File: src/logic/ext_irq_defines.vh
`ifndef EXT_IRQ_DEFINES_VH
`define EXT_IRQ_DEFINES_VH

// Register byte offsets on the bus.
`define OFF_MCU_CONTROL         8'h00
`define OFF_SENSE_CONTROL       8'h04
`define OFF_EXT_ENABLE          8'h08
`define OFF_EXT_FLAGS           8'h0C
`define OFF_CHANGE_ENABLE       8'h10
`define OFF_CHANGE_FLAGS        8'h14
`define OFF_CHANGE_MASK_0       8'h18
`define OFF_CHANGE_MASK_1       8'h1C
`define OFF_CHANGE_MASK_2       8'h20

// Field positions inside mcu_control.
`define BIT_VECTOR_SELECT       1
`define BIT_VECTOR_CHANGE       0

// Sense field encodings.
`define SENSE_LOW               2'b00
`define SENSE_ANY               2'b01
`define SENSE_FALL              2'b10
`define SENSE_RISE              2'b11

// Reset values.
`define RST_BYTE                8'h00

// Protected change window length in cycles.
`define CHANGE_WINDOW_CYCLES    3'd4

// Vector table offsets in words, relative to the table base.
`define VEC_OFF_EXT0            16'h0002
`define VEC_OFF_EXT1            16'h0004
`define VEC_OFF_GRP0            16'h0006
`define VEC_OFF_GRP1            16'h0008
`define VEC_OFF_GRP2            16'h000A

// Table base when vectors sit at flash start.
`define FLASH_BASE              16'h0000

// Boot section start word address per boot size fuse setting.
`define BOOT_BASE_0             16'h1C00
`define BOOT_BASE_1             16'h1E00
`define BOOT_BASE_2             16'h1F00
`define BOOT_BASE_3             16'h1F80

// Source index codes presented with a request.
`define SRC_EXT0                3'd1
`define SRC_EXT1                3'd2
`define SRC_GRP0                3'd3
`define SRC_GRP1                3'd4
`define SRC_GRP2                3'd5

`endif

File: src/logic/ext_irq_and_vector_select.v
// Decided for this implementation: the AHB-Lite register port and the register addresses.
`timescale 1ns/1ps
`default_nettype none
`include "ext_irq_defines.vh"

// What this block does
// - select bit places table at flash or boot
// - block servicing during change window
// - global enable flag left untouched
// - change enable self-clears after four cycles
// - lock bits suppress interrupts across sections
// - pins trigger even when driven as outputs
// - three change groups over their pin ranges
// - per-pin masks gate change groups
// - pin change detected without clock edge
// - low level requests while pin low
// - edge detection uses the clock
// - low level detected without clock edge
// - level gone before start-up gives no interrupt
// - request needs global and individual enable
// - pins sampled once before edge detection
// - sense field one selects trigger type
// - sense register upper bits read zero
// - sense field zero uses same encoding
// - external flags set on edge, cleared
// - group flags set on change, cleared
module ext_irq_and_vector_select
(
    input  wire        hclk,
    input  wire        hresetn,
    input  wire        hsel,
    input  wire [31:0] haddr,
    input  wire [1:0]  htrans,
    input  wire        hwrite,
    input  wire [2:0]  hsize,
    input  wire [31:0] hwdata,
    input  wire        hready,
    output reg  [31:0] hrdata,
    output reg         hreadyout,
    output reg         hresp,
    input  wire        ext_irq_pin_0,
    input  wire        ext_irq_pin_1,
    input  wire [23:0] change_detect_pins,
    input  wire        global_irq_enable,
    input  wire        app_section_lock_bit,
    input  wire        boot_section_lock_bit,
    input  wire        exec_in_boot_section,
    input  wire [1:0]  boot_size_fuses,
    input  wire        irq_ack,
    input  wire [2:0]  irq_ack_index,
    output reg         irq_request,
    output reg  [2:0]  irq_index,
    output reg  [15:0] irq_vector_addr,
    output reg         wake_request
);

    ////////////////////////////////////////////////////////////////////////////
    // Register state.

    reg        vector_table_select_q;
    reg        vector_change_enable_q;
    reg [2:0]  change_count_q;
    reg        block_tail_q;
    reg [3:0]  sense_q;
    reg [1:0]  ext_enable_q;
    reg [1:0]  ext_flag_q;
    reg [2:0]  grp_enable_q;
    reg [2:0]  grp_flag_q;
    reg [7:0]  change_mask_group_0_q;
    reg [6:0]  change_mask_group_1_q;
    reg [7:0]  change_mask_group_2_q;
    reg        ext0_sample_q;
    reg        ext1_sample_q;
    reg [23:0] pin_ref_q;

    // Data phase bookkeeping for the bus.
    reg        wr_pend_q;
    reg [7:0]  wr_addr_q;

    ////////////////////////////////////////////////////////////////////////////
    // Bus decode.

    wire       addr_phase = hsel & hready & htrans[1];
    wire [7:0] addr_lo    = haddr[7:0];
    wire       wr_now     = wr_pend_q;
    wire [7:0] wdat       = hwdata[7:0];

    wire wr_mcu   = wr_now & (wr_addr_q == `OFF_MCU_CONTROL);
    wire wr_sense = wr_now & (wr_addr_q == `OFF_SENSE_CONTROL);
    wire wr_eena  = wr_now & (wr_addr_q == `OFF_EXT_ENABLE);
    wire wr_eflg  = wr_now & (wr_addr_q == `OFF_EXT_FLAGS);
    wire wr_gena  = wr_now & (wr_addr_q == `OFF_CHANGE_ENABLE);
    wire wr_gflg  = wr_now & (wr_addr_q == `OFF_CHANGE_FLAGS);
    wire wr_msk0  = wr_now & (wr_addr_q == `OFF_CHANGE_MASK_0);
    wire wr_msk1  = wr_now & (wr_addr_q == `OFF_CHANGE_MASK_1);
    wire wr_msk2  = wr_now & (wr_addr_q == `OFF_CHANGE_MASK_2);

    ////////////////////////////////////////////////////////////////////////////
    // Pin detection.

    // Edge detectors compare the raw pin with the previous sample, so a pulse
    // longer than one clock period is always seen.
    wire ext0_rise = ext_irq_pin_0 & ~ext0_sample_q;
    wire ext0_fall = ~ext_irq_pin_0 & ext0_sample_q;
    wire ext1_rise = ext_irq_pin_1 & ~ext1_sample_q;
    wire ext1_fall = ~ext_irq_pin_1 & ext1_sample_q;

    reg [1:0] ext_edge;

    // Trigger selection per sense field; level mode sets no flag.
    always @*
    begin
        case (sense_q[1:0])
            `SENSE_ANY:  ext_edge[0] = ext0_rise | ext0_fall;
            `SENSE_FALL: ext_edge[0] = ext0_fall;
            `SENSE_RISE: ext_edge[0] = ext0_rise;
            default:     ext_edge[0] = 1'b0;
        endcase
        case (sense_q[3:2])
            `SENSE_ANY:  ext_edge[1] = ext1_rise | ext1_fall;
            `SENSE_FALL: ext_edge[1] = ext1_fall;
            `SENSE_RISE: ext_edge[1] = ext1_rise;
            default:     ext_edge[1] = 1'b0;
        endcase
    end

    // Level mode reads the raw pin, so no clock edge is needed to see it.
    wire [1:0] ext_level;
    assign ext_level[0] = (sense_q[1:0] == `SENSE_LOW) & ~ext_irq_pin_0;
    assign ext_level[1] = (sense_q[3:2] == `SENSE_LOW) & ~ext_irq_pin_1;

    // Pin change is a mismatch between pin and reference, with no edge
    // detector in the path; the pins are read whatever their direction.
    wire [23:0] pin_diff = change_detect_pins ^ pin_ref_q;
    wire [23:0] pin_mask = {change_mask_group_2_q, 1'b0, change_mask_group_1_q,
                            change_mask_group_0_q};
    wire [23:0] pin_hit  = pin_diff & pin_mask;
    wire [2:0]  grp_hit  = {|pin_hit[23:16], |pin_hit[14:8], |pin_hit[7:0]};

    ////////////////////////////////////////////////////////////////////////////
    // Acknowledge decode.

    // One bit per source code; code zero names no source.
    wire [7:0] ack_hot = irq_ack ? (8'h01 << irq_ack_index) : 8'h00;

    wire [1:0] ext_clr = ({2{wr_eflg}} & wdat[1:0]) | ack_hot[`SRC_EXT1:`SRC_EXT0];
    wire [2:0] grp_clr = ({3{wr_gflg}} & wdat[2:0]) | ack_hot[`SRC_GRP2:`SRC_GRP0];

    ////////////////////////////////////////////////////////////////////////////
    // Vector change protection.

    // The window blocks servicing without touching the global enable input;
    // that flag lives in the core and this block only reads it.
    wire change_open  = change_count_q != 3'd0;
    wire start_change = wr_mcu & wdat[`BIT_VECTOR_CHANGE];
    wire write_select = wr_mcu & change_open & ~wdat[`BIT_VECTOR_CHANGE];
    wire irq_block    = change_open | block_tail_q;

    // Lock bits suppress servicing from the other section.
    wire lock_block = (vector_table_select_q & app_section_lock_bit & ~exec_in_boot_section)
                    | (~vector_table_select_q & boot_section_lock_bit
                       & exec_in_boot_section);

    ////////////////////////////////////////////////////////////////////////////
    // Request arbitration.

    wire [1:0] ext_pend = (ext_flag_q | ext_level) & ext_enable_q;
    wire [2:0] grp_pend = grp_flag_q & grp_enable_q;
    wire       may_serve = global_irq_enable & ~irq_block & ~lock_block;

    reg        req_d;
    reg [2:0]  idx_d;
    reg [15:0] off_d;
    reg [15:0] boot_base;

    // Lowest vector wins.
    always @*
    begin
        req_d = may_serve & ((|ext_pend) | (|grp_pend));
        idx_d = 3'd0;
        off_d = 16'h0000;
        if (ext_pend[0])
        begin
            idx_d = `SRC_EXT0;
            off_d = `VEC_OFF_EXT0;
        end
        else if (ext_pend[1])
        begin
            idx_d = `SRC_EXT1;
            off_d = `VEC_OFF_EXT1;
        end
        else if (grp_pend[0])
        begin
            idx_d = `SRC_GRP0;
            off_d = `VEC_OFF_GRP0;
        end
        else if (grp_pend[1])
        begin
            idx_d = `SRC_GRP1;
            off_d = `VEC_OFF_GRP1;
        end
        else if (grp_pend[2])
        begin
            idx_d = `SRC_GRP2;
            off_d = `VEC_OFF_GRP2;
        end
        case (boot_size_fuses)
            2'd0:    boot_base = `BOOT_BASE_0;
            2'd1:    boot_base = `BOOT_BASE_1;
            2'd2:    boot_base = `BOOT_BASE_2;
            default: boot_base = `BOOT_BASE_3;
        endcase
    end

    wire [15:0] table_base = vector_table_select_q ? boot_base : `FLASH_BASE;

    ////////////////////////////////////////////////////////////////////////////
    // Read mux, computed in the address phase.

    reg [7:0] rd_d;

    always @*
    begin
        case (addr_lo)
            `OFF_MCU_CONTROL:   rd_d = {6'd0, vector_table_select_q, vector_change_enable_q};
            `OFF_SENSE_CONTROL: rd_d = {4'd0, sense_q};
            `OFF_EXT_ENABLE:    rd_d = {6'd0, ext_enable_q};
            `OFF_EXT_FLAGS:     rd_d = {6'd0, ext_flag_q};
            `OFF_CHANGE_ENABLE: rd_d = {5'd0, grp_enable_q};
            `OFF_CHANGE_FLAGS:  rd_d = {5'd0, grp_flag_q};
            `OFF_CHANGE_MASK_0: rd_d = change_mask_group_0_q;
            `OFF_CHANGE_MASK_1: rd_d = {1'b0, change_mask_group_1_q};
            `OFF_CHANGE_MASK_2: rd_d = change_mask_group_2_q;
            default:            rd_d = `RST_BYTE;
        endcase
    end

    ////////////////////////////////////////////////////////////////////////////
    // Bus slave: zero wait states, always OKAY.

    always @(posedge hclk or negedge hresetn)
    begin
        if (!hresetn)
        begin
            hrdata    <= 32'h0000_0000;
            hreadyout <= 1'b1;
            hresp     <= 1'b0;
            wr_pend_q <= 1'b0;
            wr_addr_q <= `RST_BYTE;
        end
        else
        begin
            hreadyout <= 1'b1;
            hresp     <= 1'b0;
            wr_pend_q <= addr_phase & hwrite;
            if (addr_phase)
                wr_addr_q <= addr_lo;
            if (addr_phase & ~hwrite)
                hrdata <= {24'h00_0000, rd_d};
        end
    end

    ////////////////////////////////////////////////////////////////////////////
    // Vector select and its protected change window.

    always @(posedge hclk or negedge hresetn)
    begin
        if (!hresetn)
        begin
            vector_table_select_q  <= 1'b0;
            vector_change_enable_q <= 1'b0;
            change_count_q         <= 3'd0;
            block_tail_q           <= 1'b0;
        end
        else
        begin
            block_tail_q <= 1'b0;
            if (start_change)
            begin
                // Setting the enable never moves the table by itself.
                vector_change_enable_q <= 1'b1;
                change_count_q         <= `CHANGE_WINDOW_CYCLES;
            end
            else if (write_select)
            begin
                // One extra blocked cycle covers the following instruction.
                vector_table_select_q  <= wdat[`BIT_VECTOR_SELECT];
                vector_change_enable_q <= 1'b0;
                change_count_q         <= 3'd0;
                block_tail_q           <= 1'b1;
            end
            else if (change_open)
            begin
                change_count_q <= change_count_q - 3'd1;
                if (change_count_q == 3'd1)
                    vector_change_enable_q <= 1'b0;
            end
        end
    end

    ////////////////////////////////////////////////////////////////////////////
    // Configuration registers.

    always @(posedge hclk or negedge hresetn)
    begin
        if (!hresetn)
        begin
            sense_q               <= 4'd0;
            ext_enable_q          <= 2'd0;
            grp_enable_q          <= 3'd0;
            change_mask_group_0_q <= 8'h00;
            change_mask_group_1_q <= 7'h00;
            change_mask_group_2_q <= 8'h00;
        end
        else
        begin
            if (wr_sense)
                sense_q <= wdat[3:0];
            if (wr_eena)
                ext_enable_q <= wdat[1:0];
            if (wr_gena)
                grp_enable_q <= wdat[2:0];
            if (wr_msk0)
                change_mask_group_0_q <= wdat;
            if (wr_msk1)
                change_mask_group_1_q <= wdat[6:0];
            if (wr_msk2)
                change_mask_group_2_q <= wdat;
        end
    end

    ////////////////////////////////////////////////////////////////////////////
    // Samples and flags; a new event wins over a clear in the same cycle.

    always @(posedge hclk or negedge hresetn)
    begin
        if (!hresetn)
        begin
            ext0_sample_q <= 1'b1;
            ext1_sample_q <= 1'b1;
            pin_ref_q     <= 24'h00_0000;
            ext_flag_q    <= 2'd0;
            grp_flag_q    <= 3'd0;
        end
        else
        begin
            ext0_sample_q <= ext_irq_pin_0;
            ext1_sample_q <= ext_irq_pin_1;
            pin_ref_q     <= change_detect_pins;
            // Level mode keeps the flag clear.
            ext_flag_q[0] <= (sense_q[1:0] != `SENSE_LOW)
                           & (ext_edge[0] | (ext_flag_q[0] & ~ext_clr[0]));
            ext_flag_q[1] <= (sense_q[3:2] != `SENSE_LOW)
                           & (ext_edge[1] | (ext_flag_q[1] & ~ext_clr[1]));
            grp_flag_q    <= grp_hit | (grp_flag_q & ~grp_clr);
        end
    end

    ////////////////////////////////////////////////////////////////////////////
    // Request and wake outputs.

    // A level that has gone again by now raises no request.
    always @(posedge hclk or negedge hresetn)
    begin
        if (!hresetn)
        begin
            irq_request     <= 1'b0;
            irq_index       <= 3'd0;
            irq_vector_addr <= 16'h0000;
            wake_request    <= 1'b0;
        end
        else
        begin
            irq_request     <= req_d;
            irq_index       <= req_d ? idx_d : 3'd0;
            irq_vector_addr <= req_d ? (table_base + off_d) : 16'h0000;
            wake_request    <= (|(ext_level & ext_enable_q))
                             | (|(grp_hit & grp_enable_q));
        end
    end

endmodule // ext_irq_and_vector_select

`default_nettype wire

File: config.mk
export PLATFORM = sky130hd
export DESIGN_NAME = ext_irq_and_vector_select
export DESIGN_NICKNAME = d
export VERILOG_FILES = /design/src/logic/ext_irq_and_vector_select.v
export VERILOG_INCLUDE_DIRS = /design/src /design/src/logic
export SDC_FILE = /design/constraint.sdc
export NUM_CORES = 1
export LEC_CHECK = 0
export BUFFER_PORTS_ARGS = -buffer_cell sky130_fd_sc_hd__buf_2
export CORE_AREA = 3 3 96 98
export DETAILED_ROUTE_END_ITERATION = 16
export DIE_AREA = 0 0 99 101
export PLACE_DENSITY = 0.95
export SKIP_CTS_REPAIR_TIMING = 1
export SLEW_MARGIN = 20
export SYNTH_ARGS = -nofsm -noshare
export SYNTH_HDL_FRONTEND = slang
export SYNTH_SLANG_ARGS = --single-unit
File: constraint.sdc
create_clock -name hclk -period 6.49 [get_ports hclk]
set_clock_uncertainty 0.15 [all_clocks]
set_input_delay 0.9735 -clock hclk [delete_from_list [all_inputs] [get_ports hclk]]
set_output_delay 0.9735 -clock hclk [all_outputs]
set_load 0.1 [all_outputs]
==> impl_metrics.toml, run 1 <==
[status]
outcome = "finished clean"

[routing]
vias_per_cell = 5.611
drt_pass1_iterations = 4
postRouteWirelength_mm = 10.08
avgRoutedWirePerCell_um = 17.20
drt-initial-drc-count = 322
postRouteAntennaNets = 0
drc_errors = 0
num_vias = 3288

[power_and_ir_drop]
combPwrFrac_pct = 20.8
powerDensity_nw_per_um2 = 260.7
total_power_mw = 1.328
seqPwrFrac_pct = 50.5
switching_share_pct = 34.56
leakage_nw = 2.425
clockPowerShare_pct = 28.8
ir_drop_mv = 0.1815
internal_power_mw = 0.8689
p_switching_mw = 0.4588

[synthesis]
synth.largest_area_cell = "dfrtp_1"
synth_area_um2 = 4567
yosysUniqueCellTypes = 48
synth_top_area_share_pct = 50.41
yosysSeqAreaShare_pct = 51.56
netlist_instances = 401
synth_warnings = 0
netlist_top_cells_area = "dfrtp_1, mux2_2, buf_4, xor2_1, nand2_1"
synth_common_cells = "dfrtp_1, mux2_2, buf_4"
ys_ff_latch = 94
yosysMostFrequentCell = "dfrtp_1"
avgSynthCellArea_um2 = 11.39
synthArstFlopShare_pct = 100.0
synth-edff-count = 0
synth_ff_type = "dfrtp_1"

[final_layout]
fin_util_pct = 59.57
antenna_cells = 0
nets = 590
fillers = 685
drive_above_1_share_pct = 30.96
postLayoutCellArea_um2 = 5094
syn_to_final_growth_pct = 11.53
fin_cells = 586

[die]
fp.coreArea_um2 = 8551
fp-row-count = 34
die-width_um = 99
die_area_um2 = 9999
io_pins = 165
start_util_pct = 53.41
dieHeight_um = 101

[global_route]
antenna_found_initial = 0
grt_max_degree = 95
first_global_vias = 3365
grt-ovfl-total = 0
grt_pass1_wl_mm = 16.24
grt_usage_pct = 20.74

[timing]
holdWs_ns = 0.3445
tightest_slew_ns = 0.8286
fin_ws_ns = 4.137
period_needed_ns = 2.353
finalSetupTns_ns = 0
fmax_mhz = 425.1
final_hold_viol_count = 0
finalSetupViolCount = 0
rsz0062_at_grt = "false"
finalMaxSlewViolations = 0
relSlewSlack_pct = 44.76
fin_crit_sh_pct = 36.25

[clock_network]
clkLatencyLatePin_ns = 0.37
ctsLongestPathBuffers = 2
cts_tree = "built"
cts.sinks = 94
root_buffer = "clkbuf_8"
cts-buffers-inserted = 9
clk_pin_slew_ns = 0.10
htree_levels = 3

[setup_path]
cpPeakStageDelay_ns = 0.45
path_max_fanout = 2
start_kind = "flip-flop"
crit_type = "flip-flop to output pin"
arrival_ns = 1.23
crit_path_start = "hrdata[2]"
path_buf_inv = 1
crit_chain = "buf_2"
cp_data_required_time_ns = 5.37
crit_family = "buffers and inverters"
cp_slowest_cell = "buf_2"
setup.worst_path.end_class = "output pin"
regToRegStartpoint = "wr_addr_q[5]"

[placement]
placedCellCount = 570
gp_congestion = 0.9075
dp_slack_ns = 3.874
port-buffer-count = 78
place_area_um2 = 4888
place_hpwl_mm = 7.437

[min_path]
hold_path.class = "flip-flop to flip-flop"
min_from = "hrdata[4]"

[flow_run]
drv_cap = 0
state kept, by name (all words and copies together) (netlist names), 3 cells and up:
register	count
change_count_q	3
change_mask_group_0_q	8
change_mask_group_1_q	7
change_mask_group_2_q	8
grp_enable_q	3
grp_flag_q	3
hrdata	8
irq_vector_addr	5
pin_ref_q	23
sense_q	4
wr_addr_q	8
cell type report:
class                   instances  area [µm²]  area share (%)
clock buffers                  10       137.6           2.702
multi-input cells             278        1961           38.49
well taps                     108       135.1           2.653
flip-flops and latches         94        2355           46.23
clock inverters                 6       63.81           1.253
inverters                      12       45.04          0.8843
repair buffers                 78       396.6           7.787
tightest hold or removal path, cell delays in order (launching register included):
cell     delay (ns)
dfrtp_1        0.36
nand2_1        0.04
o21ai_0        0.06
power groups by stage:
stage / clock network [mW] / logic (mW) / registers (mW)
4_1_cts: 0.391 / 0.276 / 0.669
2_1_floorplan: 0 / 0.217 / 0.681
6_report: 0.382 / 0.276 / 0.670
3_5_place_dp: 0 / 0.274 / 0.681
5_1_grt: 0.413 / 0.298 / 0.676
3_3_place_gp: 0 / 0.262 / 0.676
worst paths after layout:
path                                            end  cells after the start  slack (ns)
setup / recovery                          hrdata[2]                      1        4.14
hold reg to reg                           hrdata[4]                      2        0.34
max in group asynchronous         change_count_q[2]                      1        5.11
setup reg to reg           change_mask_group_0_q[2]                      3        4.16
min in group asynchronous             pin_ref_q[23]                      1        0.50
hold / removal                            hrdata[4]                      2        0.34
cells in the final DEF, fill, tap and decap left out, types with 2 or more instances in the layout:
| master | Yosys | routed |
|---|---|---|
| a221oi_1 | 2 | 2 |
| o31ai_1 | 2 | 2 |
| nand2b_1 | 3 | 3 |
| o2111ai_1 | 2 | 2 |
| buf_2 | 0 | 77 |
| nand3b_1 | 6 | 6 |
| nand3_1 | 11 | 11 |
| and3_1 | 4 | 4 |
| dfstp_2 | 2 | 2 |
| mux2_2 | 45 | 45 |
| ha_1 | 7 | 7 |
| nand2_1 | 30 | 30 |
| inv_1 | 12 | 12 |
| nor3b_1 | 2 | 2 |
| mux2i_1 | 6 | 6 |
| xor2_1 | 23 | 23 |
| a222oi_1 | 2 | 2 |
| and2_1 | 3 | 3 |
| nor2_1 | 14 | 14 |
| clkbuf_8 | 0 | 10 |
| dfrtp_1 | 92 | 92 |
| a22oi_1 | 13 | 13 |
| conb_1 | 2 | 33 |
| a21oi_1 | 13 | 13 |
| nor3_1 | 8 | 8 |
| o21ai_0 | 16 | 16 |
| inv_8 | 0 | 2 |
| a32oi_1 | 3 | 3 |
| a31o_2 | 2 | 2 |
| nand4_1 | 5 | 5 |
| nor2b_1 | 5 | 5 |
| o221ai_1 | 2 | 2 |
per-layer routing:
metal | wire, µm | part of all wire [%] | track usage, % | vias to the layer above
met1 | 3806 | 38 | 24.36 | 1602
met5 | 0 | 0 | 0 | -
met4 | 256 | 2.5 | 7.353 | 0
met2 | 5107 | 51 | 36.36 | 169
met3 | 908 | 9.0 | 5.882 | 27
li1 | - | - | - | 1490
kinds of logic after synthesis:
family | after synthesis | synth area share (%)
xor gates and xnor gates | 23 | 4.411
muxes | 52 | 12.66
AOI/OAI and AO/OA | 61 | 8.877
adders and majority gates | 7 | 1.918
other | 2 | 0.1644
DFF | 94 | 51.56
buffers and inverters | 60 | 8.055
and+or+nand+nor | 102 | 12.36
Power figures use the tool's default switching activity.
==> run 2, diff against run 1 <==
- CORE_AREA: 3 3 96 98 -> 3 3 100 102
- DIE_AREA: 0 0 99 101 -> 0 0 103 105
- PLACE_DENSITY: 0.95 -> 0.9
- clock period: 6.49 -> 2.25 ns (I/O delays scaled with it)
==> run 2 against run 1 <==
Effect of this change: sequential cell count is the same; via count grew 4.7%; sequential share of layout area shrank 3.5 points; global-route usage shrank 0.52 points; utilization grew 0.35 points; routed wire length grew 8.4%; first-iteration DRC count shrank 11%; critical endpoint is now vector_table_select_q.
==> impl_metrics.toml, run 2 (synthesized netlist as in run 1, its figures left out) <==
[final_layout]
nets = 626
largest_register_ffs = 23
layout_commonest_cell = "dfrtp_1"
top_register = "pin_ref_q"
fin_util_pct = 59.92
final_cell_mix = "dfrtp_1, buf_2, mux2_2"
postLayoutCellArea_um2 = 5510
fin_cells = 625
antenna_cells = 0
drive_above_1_share_pct = 30.74
syn_to_final_growth_pct = 20.66

[setup_path]
start_kind = "flip-flop"
setup.worst_path.end_class = "flip-flop"
arrival_ns = 2.28
crit_type = "flip-flop to flip-flop"
path_max_fanout = 4
cp_data_required_time_ns = 2.35

[timing]
finalMaxSlewViolations = 0
rsz0062_at_grt = "false"
fin_crit_sh_pct = 96.77
finalSetupViolCount = 0
period_needed_ns = 2.177
fmax_mhz = 459.3
fin_ws_ns = 0.07273
finalSetupTns_ns = 0
final_hold_viol_count = 0

[global_route]
antenna_found_initial = 0
grt_usage_pct = 20.22
grt_pass1_wl_mm = 16.99
first_global_vias = 3421
grt_max_degree = 39
grt-ovfl-total = 0

[routing]
drt-initial-drc-count = 285
avgRoutedWirePerCell_um = 17.48
vias_per_cell = 5.509
postRouteAntennaNets = 0
drc_errors = 0
postRouteWirelength_mm = 10.92
num_vias = 3443
drt_pass1_iterations = 5

[die]
die-width_um = 103
io_pins = 165
fp.coreArea_um2 = 9196
die_area_um2 = 10820
dieHeight_um = 105
fp-row-count = 35
start_util_pct = 49.66

[clock_network]
cts.sinks = 94
ctsLongestPathBuffers = 2
cts_tree = "built"
root_buffer = "clkbuf_8"
htree_levels = 3
cts-buffers-inserted = 9
clk_pin_slew_ns = 0.10
clkLatencyLatePin_ns = 0.36

[placement]
place_hpwl_mm = 7.951
gp_congestion = 0.8649
port-buffer-count = 78
place_area_um2 = 4980
placedCellCount = 583
dp_slack_ns = 0.1170

[flow_run]
drv_cap = 0

[power_and_ir_drop]
powerDensity_nw_per_um2 = 772.6
leakage_nw = 2.618
ir_drop_mv = 0.5087

[min_path]
hold_path.class = "primary input to flip-flop"

[status]
outcome = "finished clean"
## run 2: worst max-delay path: stages, from the launching register on
cell	delay, ns
dfrtp_1	0.42
or4b_4	0.59
nor4_4	0.30
nor3b_2	0.26
mux2_1	0.34
## run 2: final cells by class
class	instances	area, µm²
flip-flops and latches	94	2355
inverters	12	45.04
clock inverters	7	146.4
multi-input cells	278	1961
clock buffers	9	123.9
repair buffers	114	740.7
well taps	111	138.9
fillers	723	3686
## run 2: path summary, 6_finish.rpt
kind                                    startpoint               endpoint  slack [ns]  depth (start not counted)
worst min register to register           hrdata[0]              hrdata[0]        0.35                          2
worst max-delay path                  wr_addr_q[5]  vector_table_select_q        0.07                          4
max in group asynchronous                  hresetn          ext0_sample_q        1.00                          3
worst min-delay path            boot_size_fuses[0]     irq_vector_addr[9]        0.05                          3
worst max register to register        wr_addr_q[5]  vector_table_select_q        0.07                          4
min in group asynchronous                  hresetn          pin_ref_q[20]        0.32                          2
## run 2: layer usage
metal / part of all wire [%] / track usage (%) / vias up
li1: - / - / 1559
met1: 38 / 26.14 / 1705
met2: 52 / 33.04 / 154
met3: 7.6 / 4.272 / 23
met4: 2.2 / 7.031 / 2
met5: 0.13 / 2.564 / -
## run 2: report_power, final
part | internal (mW) | leakage (nW) | switching (mW)
Clock | 0.856 | 0.134 | 0.620
Sequential | 1.81 | 1.15 | 0.122
Combinational | 0.267 | 1.33 | 0.579
## run 2: stage by stage
stage                     total power [mW]  hold slack (ns)
final                                4.257          0.05202
after global routing                 4.437          0.05881
after CTS                            4.236          -0.2218
after detailed placement             2.767           0.1815
after global placement               2.720           0.1695
after floorplan                      2.589          -0.1081
